==> src/common/lsq_pkg.sv <==
// constants, enums and carriers of the level sensor query responder
package lsq_pkg;
  // clock and time base
  localparam int CLK_HZ = 40_000_000;
  localparam int ONE_SEC_S = 1;
  localparam int CYC_PER_SEC = ONE_SEC_S * CLK_HZ;
  localparam int BAUD_DEF = 19200;
  localparam logic [15:0] BAUD_DIV = 16'(CLK_HZ / BAUD_DEF);
  localparam logic [6:0] EXP_AVG_S = 7'h05;
  localparam logic [6:0] AVG_MAX_S = 7'h5a;
  // protocol bytes
  localparam logic [7:0] CH_D = 8'h44;
  localparam logic [7:0] CH_O = 8'h4f;
  localparam logic [7:0] CH_P = 8'h50;
  localparam logic [7:0] CH_CR = 8'h0d;
  localparam logic [7:0] CH_LF = 8'h0a;
  localparam logic [7:0] BCAST_ID = 8'hff;
  localparam logic [7:0] PFX_QUERY = 8'h31;
  localparam logic [7:0] PFX_RESP = 8'h3e;
  localparam logic [7:0] OP_READ = 8'h06;
  localparam logic [7:0] OP_CONT = 8'h07;
  localparam logic [7:0] ACK_OK = 8'h00;
  // frame lengths in bytes
  localparam logic [4:0] TXT_LEN = 5'h16;
  localparam logic [4:0] BIN_DATA_LEN = 5'h09;
  localparam logic [4:0] BIN_ACK_LEN = 5'h05;
  // register offsets
  localparam logic [3:0] REG_CTRL = 4'h0;
  localparam logic [3:0] REG_PERIOD = 4'h1;
  localparam logic [3:0] REG_NET_ID = 4'h2;
  localparam logic [3:0] REG_MAX_N = 4'h3;
  localparam logic [3:0] REG_AVG_INT = 4'h4;
  localparam logic [3:0] REG_COEF = 4'h5;
  localparam logic [3:0] REG_STATUS = 4'h6;
  localparam logic [3:0] REG_AVG_FREQ = 4'h7;
  // control field positions
  localparam int CTRL_AUTO_LSB = 0;
  localparam int CTRL_NET_BIT = 2;
  localparam int CTRL_TCOMP_BIT = 3;
  localparam int CTRL_AVGEXP_BIT = 4;
  // reset values
  localparam logic [7:0] NET_ID_RST = 8'h01;
  localparam logic [15:0] PERIOD_RST = 16'h0000;
  localparam logic [15:0] MAX_N_RST = 16'hffff;
  localparam logic [6:0] AVG_INT_RST = 7'h00;
  localparam logic [15:0] COEF_ONE = 16'h0100;

  typedef enum logic [1:0] {AUTO_OFF = 2'b00, AUTO_BIN = 2'b01, AUTO_TEXT = 2'b10} lsq_auto_e;
  typedef enum logic [1:0] {TX_IDLE = 2'b00, TX_TEXT = 2'b01, TX_BIN = 2'b10, TX_ACK = 2'b11} lsq_tx_e;

  typedef struct packed {
    logic wr;
    logic rd;
    logic [3:0] addr;
    logic [15:0] wdata;
  } lsq_bus_s;

  typedef struct packed {
    logic [15:0] freq;
    logic [7:0] temp;
    logic [15:0] level;
  } lsq_meas_s;
endpackage

==> src/rtl/lsq_responder.sv <==
// serial command interpreter of the capacitive level sensor
// Notes on behaviour
// - auto output off: only replies to terminal requests, nothing spontaneous
// - auto output binary: binary data frames repeat at the output period
// - auto output text: text data lines repeat at the output period
// - period held in whole seconds, used only while auto output or a periodic or continuous command is live
// - stand-alone mode answers commands whatever identifier they carry
// - network mode answers only own identifier or 255, ignores the rest
// - level ceiling 0..65535 kept; level output scaled to it
// - exponential averaging uses a fixed 5 s interval on frequency
// - moving average uses a programmable interval of 0 to 90 s
// - temperature compensation switch, coefficient defaults to one (no effect)
// - bytes 0x44 0x4f are the single read command
// - reply carries instantaneous frequency, temperature or error code, level
// - text line F=xxxx t=xx N=xxxx.0 then CR LF
// - every numeric text value is hexadecimal ASCII
// - bytes 0x44 0x50 are the periodic output command
// - after it, the same text line repeats at the output period
// - zero output period means no periodic data at all
// - any valid command suspends automatic text output until reset or a control write choosing auto text
// - read command or settings change shuts periodic text output off
// - both binary frames and ASCII sequences are taken and answered
// - default line speed 19200 baud
// - network identifier defaults to 1
//
// Local design decisions: the register addresses and strobed register access.
module lsq_responder #(
  parameter int CYC_PER_SEC = lsq_pkg::CYC_PER_SEC
) (
  // clock and reset
  input wire logic sys_clk,
  input wire logic rst,
  // register port
  input wire lsq_pkg::lsq_bus_s bus,
  output logic [15:0] rd_data,
  // received byte stream
  input wire logic rx_valid,
  input wire logic [7:0] rx_data,
  // live measurements
  input wire lsq_pkg::lsq_meas_s meas,
  // transmitted byte stream
  output logic tx_valid,
  output logic [7:0] tx_data,
  input wire logic tx_ready,
  // divisor for the serial line
  output logic [15:0] baud_div
);
  typedef struct packed {
    lsq_pkg::lsq_auto_e auto_mode;
    logic net_mode;
    logic tcomp_en;
    logic avg_exp;
    logic [15:0] period;
    logic [7:0] net_id;
    logic [15:0] max_n;
    logic [6:0] avg_int;
    logic [15:0] coef;
    logic [15:0] rdata;
    logic got_d;
    logic [1:0] bin_idx;
    logic [7:0] bin_addr;
    logic [7:0] bin_op;
    logic [7:0] bin_crc;
    logic suspend;
    logic dp_on;
    logic bin_on;
    lsq_pkg::lsq_tx_e req_st;
    logic [31:0] pre;
    logic [15:0] per_cnt;
    logic per_due;
    logic [15:0] avg_f;
    lsq_pkg::lsq_tx_e tx_st;
    logic [7:0] tx_op;
    logic [4:0] tx_idx;
    logic [7:0] tx_byte;
    logic [7:0] tx_crc;
    logic [15:0] snap_f;
    logic [7:0] snap_t;
    logic [15:0] snap_n;
  } lsq_state_s;

  lsq_state_s q, d;

  function automatic logic [7:0] crc8(input logic [7:0] b, input logic [7:0] c);
    logic [7:0] x;
    logic [7:0] r;
    x = b;
    r = c;
    for (int i = 0; i < 8; i++) begin
      if (x[0] ^ r[0]) begin
        r = ((r ^ 8'h18) >> 1) | 8'h80;
      end else begin
        r = r >> 1;
      end
      x = x >> 1;
    end
    return r;
  endfunction

  function automatic logic [7:0] hexc(input logic [3:0] v);
    return (v < 4'ha) ? 8'(8'h30 + {4'h0, v}) : 8'(8'h37 + {4'h0, v});
  endfunction

  // byte idx of the frame st; crc is the running CRC-8 of bytes before it
  function automatic logic [7:0] frame_byte(input lsq_pkg::lsq_tx_e st, input logic [7:0] op,
                                            input logic [4:0] idx, input logic [15:0] f,
                                            input logic [7:0] t, input logic [15:0] n,
                                            input logic [7:0] id, input logic [7:0] crc);
    logic [7:0] b;
    b = 8'h00;
    if (st == lsq_pkg::TX_TEXT) begin
      unique case (idx)
        5'h00: b = 8'h46;
        5'h01, 5'h08, 5'h0d: b = 8'h3d;
        5'h02: b = hexc(f[15:12]);
        5'h03: b = hexc(f[11:8]);
        5'h04: b = hexc(f[7:4]);
        5'h05: b = hexc(f[3:0]);
        5'h06, 5'h0b: b = 8'h20;
        5'h07: b = 8'h74;
        5'h09: b = hexc(t[7:4]);
        5'h0a: b = hexc(t[3:0]);
        5'h0c: b = 8'h4e;
        5'h0e: b = hexc(n[15:12]);
        5'h0f: b = hexc(n[11:8]);
        5'h10: b = hexc(n[7:4]);
        5'h11: b = hexc(n[3:0]);
        5'h12: b = 8'h2e;
        5'h13: b = 8'h30;
        5'h14: b = lsq_pkg::CH_CR;
        5'h15: b = lsq_pkg::CH_LF;
        default: b = 8'h00;
      endcase
    end else begin
      unique case (idx)
        5'h00: b = lsq_pkg::PFX_RESP;
        5'h01: b = id;
        5'h02: b = op;
        5'h03: b = (st == lsq_pkg::TX_ACK) ? lsq_pkg::ACK_OK : t;
        5'h04: b = (st == lsq_pkg::TX_ACK) ? crc : n[7:0];
        5'h05: b = n[15:8];
        5'h06: b = f[7:0];
        5'h07: b = f[15:8];
        5'h08: b = crc;
        default: b = 8'h00;
      endcase
    end
    return b;
  endfunction

  function automatic logic [4:0] frame_len(input lsq_pkg::lsq_tx_e st);
    return (st == lsq_pkg::TX_TEXT) ? lsq_pkg::TXT_LEN :
           (st == lsq_pkg::TX_ACK) ? lsq_pkg::BIN_ACK_LEN : lsq_pkg::BIN_DATA_LEN;
  endfunction

  logic sec_tick;
  logic text_en;
  logic bin_en;
  logic addr_ok;
  logic cfg_wr;
  logic [31:0] lvl_prod;
  logic [31:0] comp_prod;
  logic [15:0] level_out;
  logic [6:0] avg_div;
  logic signed [17:0] avg_diff;
  logic signed [17:0] avg_step;
  logic [7:0] crc_nx;
  lsq_pkg::lsq_tx_e start_st;
  logic [7:0] start_op;

  assign sec_tick = (q.pre == 32'(CYC_PER_SEC - 1));
  // automatic text survives only until the first valid command or a settings write that does not choose auto text
  assign text_en = q.dp_on || (q.auto_mode == lsq_pkg::AUTO_TEXT && !q.suspend);
  assign bin_en = q.bin_on || (q.auto_mode == lsq_pkg::AUTO_BIN);
  assign addr_ok = !q.net_mode || (q.bin_addr == q.net_id) || (q.bin_addr == lsq_pkg::BCAST_ID);
  assign cfg_wr = bus.wr && (bus.addr <= lsq_pkg::REG_COEF);
  assign lvl_prod = meas.level * q.max_n;
  assign comp_prod = lvl_prod[31:16] * q.coef;
  // unity coefficient leaves the level untouched; larger ones scale it up, saturating at 16'hffff
  assign level_out = !q.tcomp_en ? lvl_prod[31:16] :
                     (|comp_prod[31:24]) ? 16'hffff : comp_prod[23:8];
  assign avg_div = q.avg_exp ? lsq_pkg::EXP_AVG_S : q.avg_int;
  assign avg_diff = $signed({2'b00, meas.freq}) - $signed({2'b00, q.avg_f});
  // one divider shared by both averaging types, stepped once a second
  assign avg_step = (avg_div == 7'h00) ? avg_diff : avg_diff / $signed({11'h000, avg_div});
  assign crc_nx = crc8(q.tx_byte, q.tx_crc);
  assign start_st = (q.req_st != lsq_pkg::TX_IDLE) ? q.req_st :
                    text_en ? lsq_pkg::TX_TEXT : lsq_pkg::TX_BIN;
  assign start_op = (q.req_st == lsq_pkg::TX_BIN) ? lsq_pkg::OP_READ : lsq_pkg::OP_CONT;

  always_comb begin
    d = q;
    d.rdata = 16'h0000;
    d.pre = sec_tick ? 32'h0000_0000 : q.pre + 32'h0000_0001;
    // register port
    if (bus.rd) begin
      unique case (bus.addr)
        lsq_pkg::REG_CTRL: d.rdata = {11'h000, q.avg_exp, q.tcomp_en, q.net_mode, q.auto_mode};
        lsq_pkg::REG_PERIOD: d.rdata = q.period;
        lsq_pkg::REG_NET_ID: d.rdata = {8'h00, q.net_id};
        lsq_pkg::REG_MAX_N: d.rdata = q.max_n;
        lsq_pkg::REG_AVG_INT: d.rdata = {9'h000, q.avg_int};
        lsq_pkg::REG_COEF: d.rdata = q.coef;
        lsq_pkg::REG_STATUS: d.rdata = {11'h000, q.tx_st != lsq_pkg::TX_IDLE, q.per_due,
                                        q.bin_on, q.dp_on, q.suspend};
        lsq_pkg::REG_AVG_FREQ: d.rdata = q.avg_f;
        default: d.rdata = 16'h0000;
      endcase
    end
    if (bus.wr) begin
      unique case (bus.addr)
        lsq_pkg::REG_CTRL: begin
          d.auto_mode = lsq_pkg::lsq_auto_e'(bus.wdata[lsq_pkg::CTRL_AUTO_LSB +: 2]);
          d.net_mode = bus.wdata[lsq_pkg::CTRL_NET_BIT];
          d.tcomp_en = bus.wdata[lsq_pkg::CTRL_TCOMP_BIT];
          d.avg_exp = bus.wdata[lsq_pkg::CTRL_AVGEXP_BIT];
        end
        lsq_pkg::REG_PERIOD: d.period = bus.wdata;
        lsq_pkg::REG_NET_ID: d.net_id = bus.wdata[7:0];
        lsq_pkg::REG_MAX_N: d.max_n = bus.wdata;
        lsq_pkg::REG_AVG_INT: d.avg_int = (bus.wdata > 16'(lsq_pkg::AVG_MAX_S)) ?
                                          lsq_pkg::AVG_MAX_S : bus.wdata[6:0];
        lsq_pkg::REG_COEF: d.coef = bus.wdata;
        default: d.coef = q.coef;
      endcase
    end
    // choosing auto text re-arms it, any other settings change stops it
    if (cfg_wr) begin
      d.dp_on = 1'b0;
      d.suspend = !(bus.addr == lsq_pkg::REG_CTRL &&
                    bus.wdata[lsq_pkg::CTRL_AUTO_LSB +: 2] == lsq_pkg::AUTO_TEXT);
    end
    // text parser: a stray byte drops the half command, a fresh 'D' re-arms
    if (rx_valid) begin
      d.got_d = (rx_data == lsq_pkg::CH_D);
      if (q.got_d && rx_data == lsq_pkg::CH_O) begin
        d.req_st = lsq_pkg::TX_TEXT;
        d.suspend = 1'b1;
        d.dp_on = 1'b0;
        d.bin_on = 1'b0;
      end
      if (q.got_d && rx_data == lsq_pkg::CH_P) begin
        d.dp_on = 1'b1;
        d.suspend = 1'b1;
        d.bin_on = 1'b0;
        d.per_cnt = 16'h0000;
      end
      // binary query: prefix, address, opcode, checksum
      d.bin_crc = crc8(rx_data, q.bin_crc);
      unique case (q.bin_idx)
        2'h0: begin
          d.bin_crc = crc8(rx_data, 8'h00);
          d.bin_idx = (rx_data == lsq_pkg::PFX_QUERY) ? 2'h1 : 2'h0;
        end
        2'h1: begin
          d.bin_addr = rx_data;
          d.bin_idx = 2'h2;
        end
        2'h2: begin
          d.bin_op = rx_data;
          d.bin_idx = 2'h3;
        end
        2'h3: begin
          d.bin_idx = 2'h0;
          if (rx_data == q.bin_crc && addr_ok &&
              (q.bin_op == lsq_pkg::OP_READ || q.bin_op == lsq_pkg::OP_CONT)) begin
            d.req_st = (q.bin_op == lsq_pkg::OP_READ) ? lsq_pkg::TX_BIN : lsq_pkg::TX_ACK;
            d.bin_on = (q.bin_op == lsq_pkg::OP_CONT);
            d.suspend = 1'b1;
            d.dp_on = 1'b0;
            d.per_cnt = 16'h0000;
          end
        end
        default: d.bin_idx = 2'h0;
      endcase
    end
    // period in seconds, only counted while some automatic output is live
    if ((text_en || bin_en) && q.period != 16'h0000) begin
      if (sec_tick) begin
        d.per_cnt = q.per_cnt + 16'h0001;
        if (q.per_cnt + 16'h0001 >= q.period) begin
          d.per_cnt = 16'h0000;
          d.per_due = 1'b1;
        end
      end
    end else begin
      d.per_cnt = 16'h0000;
      d.per_due = 1'b0;
    end
    // frequency averaging
    if (sec_tick) begin
      d.avg_f = 16'($unsigned($signed({2'b00, q.avg_f}) + avg_step));
    end
    // transmitter
    if (q.tx_st == lsq_pkg::TX_IDLE) begin
      // a due frame left over from a just-stopped mode must not leak out
      if (q.req_st != lsq_pkg::TX_IDLE || (q.per_due && (text_en || bin_en))) begin
        d.tx_st = start_st;
        d.tx_op = start_op;
        d.tx_idx = 5'h00;
        d.tx_crc = 8'h00;
        d.snap_f = meas.freq;
        d.snap_t = meas.temp;
        d.snap_n = level_out;
        d.tx_byte = frame_byte(start_st, start_op, 5'h00, meas.freq, meas.temp, level_out, q.net_id, 8'h00);
        if (q.req_st != lsq_pkg::TX_IDLE) begin
          d.req_st = lsq_pkg::TX_IDLE;
        end else begin
          d.per_due = 1'b0;
        end
      end
    end else if (tx_ready) begin
      d.tx_crc = crc_nx;
      if (q.tx_idx == frame_len(q.tx_st) - 5'h01) begin
        d.tx_st = lsq_pkg::TX_IDLE;
      end else begin
        d.tx_idx = q.tx_idx + 5'h01;
        d.tx_byte = frame_byte(q.tx_st, q.tx_op, q.tx_idx + 5'h01, q.snap_f, q.snap_t, q.snap_n,
                               q.net_id, crc_nx);
      end
    end
  end

  always_ff @(posedge sys_clk) begin
    if (rst) begin
      q <= '0;
      q.auto_mode <= lsq_pkg::AUTO_OFF;
      q.period <= lsq_pkg::PERIOD_RST;
      q.net_id <= lsq_pkg::NET_ID_RST;
      q.max_n <= lsq_pkg::MAX_N_RST;
      q.avg_int <= lsq_pkg::AVG_INT_RST;
      q.coef <= lsq_pkg::COEF_ONE;
      q.req_st <= lsq_pkg::TX_IDLE;
      q.tx_st <= lsq_pkg::TX_IDLE;
    end else begin
      q <= d;
    end
  end

  assign rd_data = q.rdata;
  assign tx_valid = (q.tx_st != lsq_pkg::TX_IDLE);
  assign tx_data = q.tx_byte;
  assign baud_div = lsq_pkg::BAUD_DIV;
endmodule

==> config.mk <==
export PLATFORM = sky130hd
export DESIGN_NAME = lsq_responder
export DESIGN_NICKNAME = d
export VERILOG_FILES = /design/src/common/lsq_pkg.sv /design/src/rtl/lsq_responder.sv
export SDC_FILE = /design/constraint.sdc
export NUM_CORES = 2
export LEC_CHECK = 0
export ABC_AREA = 1
export BUFFER_PORTS_ARGS = -buffer_cell sky130_fd_sc_hd__buf_2
export CAP_MARGIN = 25
export CORE_MARGIN = 2
export CORE_UTILIZATION = 34
export CTS_CLUSTER_DIAMETER = 80
export CTS_CLUSTER_SIZE = 16
export DETAILED_ROUTE_END_ITERATION = 8
export GPL_TIMING_DRIVEN = 0
export PLACE_DENSITY_LB_ADDON = 0.3
export SYNTH_ARGS = -nofsm -noshare
export SYNTH_HDL_FRONTEND = slang
export SYNTH_SLANG_ARGS = --single-unit
==> constraint.sdc <==
create_clock -name sys_clk -period 42.7 [get_ports sys_clk]
set_clock_uncertainty 0.05 [all_clocks]
set_input_delay 4.27 -clock sys_clk [delete_from_list [all_inputs] [get_ports sys_clk]]
set_output_delay 4.27 -clock sys_clk [all_outputs]
set_load 0.1 [all_outputs]
# After elaboration in Yosys (flattened, before gate mapping)
# Cells that the tools add are included.
[totals]
regBits = 252
elab_cells = 322
[op_classes]
addsub = 26
mul = 2
n_div = 1
n_lt_le_gt_ge = 13
eq_ne = 51
n_mux = 102
n_bitwise = 48
reduce_logical = 48
[op_table]
columns = ["operator", "count"]
rows = [
  ["$mux W8", 49],
  ["$add A6 B4 Y7 const A", 20],
  ["$pmux W7 S19", 1],
  ["$pmux W16 S8", 1],
  ["$mux W16", 7],
  ["$mux W7", 13],
  ["$pmux W8 S9", 1],
  ["$mux W71", 1],
  ["$mul A16 B16 Y32", 2],
  ["$not A2 Y2", 23],
  ["$mux W21", 2],
  ["$eq A5 B4 Y1 const B", 8],
  ["$lt A4 B4 Y1 const B", 10],
  ["$mux W17", 2],
  ["$add A32 B1 Y32 const B", 1],
  ["$eq A32 B26 Y1 const B", 1],
  ["$eq A5 B5 Y1 const B", 6],
  ["$mux W5", 5],
  ["$eq A8 B7 Y1 const B", 3],
  ["$xor A1 B1 Y1", 23],
  ["$eq A5 B3 Y1 const B", 4],
  ["$reduce_and A2 Y1", 10],
  ["$div A18 B8 Y18", 1],
  ["$mux W2", 9],
  ["41 further kinds", 88],
]

# Longest topological paths before layout
[logic_depth]
word_depth = 30
depth_mapped = 288
depth_no_buf = 275

# Worst setup path after synthesis
# No wires, ideal clock.
[synth_timing]
kind = "in2reg"
from = "input port meas[24] (netlist bit)"
to = "register q[86] (netlist bit)"
arrival_ps = 39933
path_slack_ps = 2653
cell_stages = 279
path_buffers = 13
cell_sequence = "inv_1 -> ha_1 -> fa_1 -> ha_1 -> inv_1 -> a21oi_2 -> nand3_1 -> nor2_1 -> nand2_1 -> nor2_2 -> nand2_1 -> nor2_1 -> nand2_1 -> nand2_1 -> nand2_1 -> nand2_1 -> nand2_1 -> nor2_1 -> [243 not listed] -> nand2_1 -> inv_1 -> o21ai_0 -> nand2_1 -> nand2_1 -> nand2_1 -> a21o_1 -> nand2_1 -> inv_1 -> nor2_1 -> inv_1 -> a21oi_1 -> inv_1 -> nand3_1 -> nand2_1 -> nor2_1 -> nor2_1 -> nor2_1"
[synth_via]
elab_chain_len = 4
[synth_rtl]
columns = ["element", "line_no", "source"]
rows = [
  ["start: declaration", "lsq_responder.sv:40", "input wire lsq_pkg::lsq_meas_s meas,"],
  ["$sub A16 B16 Y17 (*)", "lsq_responder.sv:183", "assign avg_diff = $signed({2'b00, meas.freq}) - $signed({2'b00, q.avg_f});"],
  ["$div A18 B8 Y18", "lsq_responder.sv:185", "assign avg_step = (avg_div == 7'h00) ? avg_diff : avg_diff / $signed({11'h000, avg_div});"],
  ["$mux W16 (*)", "lsq_responder.sv:185", ""],
  ["$add A16 B16 Y16 (*)", "lsq_responder.sv:292", "d.avg_f = 16'($unsigned($signed({2'b00, q.avg_f}) + avg_step));"],
  ["end: declaration", "lsq_responder.sv:82", "lsq_state_s q, d;"],
]
# Every way passes the cells marked *; elsewhere a longest branch is shown, timed or not.
# A chain may end at the register's enable or synchronous reset.

# Final worst setup path
# Ends and elaborated chain as after synthesis.

==> flow_summary.ini <==
[floorplan]
start_util_pct = 34.4
die_h_um = 342
core_sq_mm = 0.113
die_w_um = 342
rows = 123
die_area_sq_mm = 0.117
io_pins = 115

[logic_synthesis]
yosys.cell_types.count = 65
syn_inst = 5595
yosysSeqAreaShare_pct = 12.7
ys_seq_elements = 246
synth_area_leaders = fa_1, dfxtp_1, ha_1
synth_flop_cell = dfxtp_1
syn_area_sq_mm = 0.0388
yosys.area.top_type_share_pct = 20.0
async_reset_ff_share_pct = 0
synth-edff-count = 0
synth_area_per_cell_sq_um = 6.94
yosysWarnings = 0
yosysTopAreaCell = fa_1

[timing]
finalHoldViolCount = 0
slew_headroom_pct = 27.9
finalCritPeriodShare_pct = 93.3
finalCriticalPeriod_ns = 39.83
whs_ns = 0.414
maxSlewViolCount = 0
setup_viol = 0
tightest_slew_ns = 1.08
clock.fmax_mhz = 25.1
setup_tns_ns = 0

[cts]
cts_tree = done
htreeDepth = 1
path_clk_slew_ns = 0.08
cts-root-buf = clkbuf_16
cts_buffers = 22
clk_latency_ns = 0.55
clk_path_buf_depth = 3
clock_sinks = 246

[detailed_routing]
first_iter_violations = 2726
wl_per_cell_um = 17.2
drc_errors = 0
route.vias.total = 36700
postRouteAntennaNets = 0
via_per_inst = 5.03
wl_um = 126000
firstDrtPassIters = 6

[flow_run]
maxCapViolations = 0

[setup_path]
crit_slowest_cell = fa_2
path_delay_family = compound AO/OA/AOI/OAI gates
end_kind = register
max_stage_delay_ns = 0.61
critPathLaunchType = primary input
crit_top_cell = nand2_1
crit_fanout = 13
critPathKind = primary input to register
cp_data_arrival_time_ns = 40.22
crit_required_ns = 43.08
crit_buf_inv = 52

[grt]
grt_util_met2_pct = 33.2
grt_pass1_vias = 35300
grt.overflow.total = 0
grt_pass1_wl_um = 197000
grt-busiest-layer = met2
use_met3_pct = 4.26
antenna_found_initial = 16
grt_max_degree = 20
gr-usage-met1_pct = 30.3
grtUsageTotal_pct = 21.2

[layout]
area_growth_pct = 10.5
fillCellCount = 12000
final_nets = 6633
layout_common_cells = nand2_1, inv_1, fa_1, ha_1, nor2_1
layout_commonest_cell = nand2_1
drive_gt1_share_pct = 8.16

[outcome]
status = finished, final reports clean

[worst_hold_path]
min_path_type = register to register

[placed_design]
place.gp.congestion = 0.993
portBuffers = 81
hpwl_um = 105000
[Yosys cell counts, types with 12 or more instances]
cell,count
o21bai_1,15
nand2_2,28
nand3_1,236
o211ai_1,41
o221ai_1,15
a221oi_1,27
nand4_1,57
nor2_1,386
inv_2,24
o22ai_1,39
nand2_1,1226
a31oi_1,12
o21ai_0,303
a21o_1,25
xor2_1,100
inv_1,1121
xnor2_1,84
buf_4,42
ha_1,381
a211oi_1,17
nand3_2,23
clkbuf_1,168
or2_2,25
o21ai_1,23
a21oi_1,295
nor3_1,48
fa_1,388
dfxtp_1,246
nor4_1,22
nand3b_1,13
o31ai_1,17
[metrics by stage]
step	instance area [sq um]	std cells	setup slack, ns	utilization, %
finish	42900	7304	2.87	38.0
global placement	41200	7191	-4.33	36.5
CTS	42100	7233	0.0238	37.3
floorplan	38900	5610	2.65	-
global route	42900	7300	-0.264	38.0
detailed placement	41200	7194	-4.83	36.5
[worst register-to-register path: cells and delay by family, from the launching register on]
family / cells / cell delay (ns)
flops: 1 / 0.57
compound gates: 85 / 12.94
simple gates: 110 / 12.07
fa+ha+maj: 19 / 5.50
xor+xnor: 1 / 0.19
buf+inv: 51 / 5.32
[metal layers]
metal | part of all wire, % | wire, um | up-vias
met1 | 47 | 59000 | 17400
met2 | 43 | 54300 | 1082
li1 | - | - | 18000
met5 | 0.093 | 117 | -
met3 | 7.7 | 9660 | 157
met4 | 2.0 | 2480 | 20
[final timing paths]
check                start  endpoint  slack (ns)  cells after the start
setup / recovery  meas[24]     q[86]        2.87                    270
hold / removal      q[151]    q[151]        0.41                      2
setup reg to reg    q[247]     q[86]        5.92                    266
hold reg to reg     q[151]    q[151]        0.41                      2
[timing repair]
item                       CTS  global route
setup endpoints to repair   16            16
gates resized for setup     48           106
pin swaps                    5            56
hold buffers                 0             0
setup buffers                7            66
gates cloned                 0             0
[sequential cells by signal (all words and copies together) (netlist names)]
signal	cells
tx_data	8
q	222
rd_data	16
[cells by family after synthesis]
| logic type | Yosys count | synth area share, % |
|---|---|---|
| compound gates | 896 | 13.5 |
| xor+xnor | 184 | 4.15 |
| fa+ha+maj | 769 | 32.3 |
| buf+inv | 1380 | 13.9 |
| flops | 246 | 12.7 |
| other cells | 2 | 0.0193 |
| simple gates | 2118 | 23.5 |
[area by class of cell]
| type | count | area [sq um] | share of cell area, % |
|---|---|---|---|
| Multi-Input combinational cell | 3984 | 29000 | 67.5 |
| Timing Repair Buffer | 158 | 998 | 2.33 |
| Clock inverter | 9 | 101 | 0.236 |
| Tap cell | 1500 | 1880 | 4.37 |
| Sequential cell | 246 | 4920 | 11.5 |
| Antenna cell | 5 | 12.5 | 0.0292 |
| Buffer | 223 | 1060 | 2.48 |
| Clock buffer | 24 | 589 | 1.37 |
| Inverter | 1155 | 4370 | 10.2 |
Power is left out: the tool's default activity adds up to more than one toggle a clock period on the data nets, which glitch-free logic cannot reach.
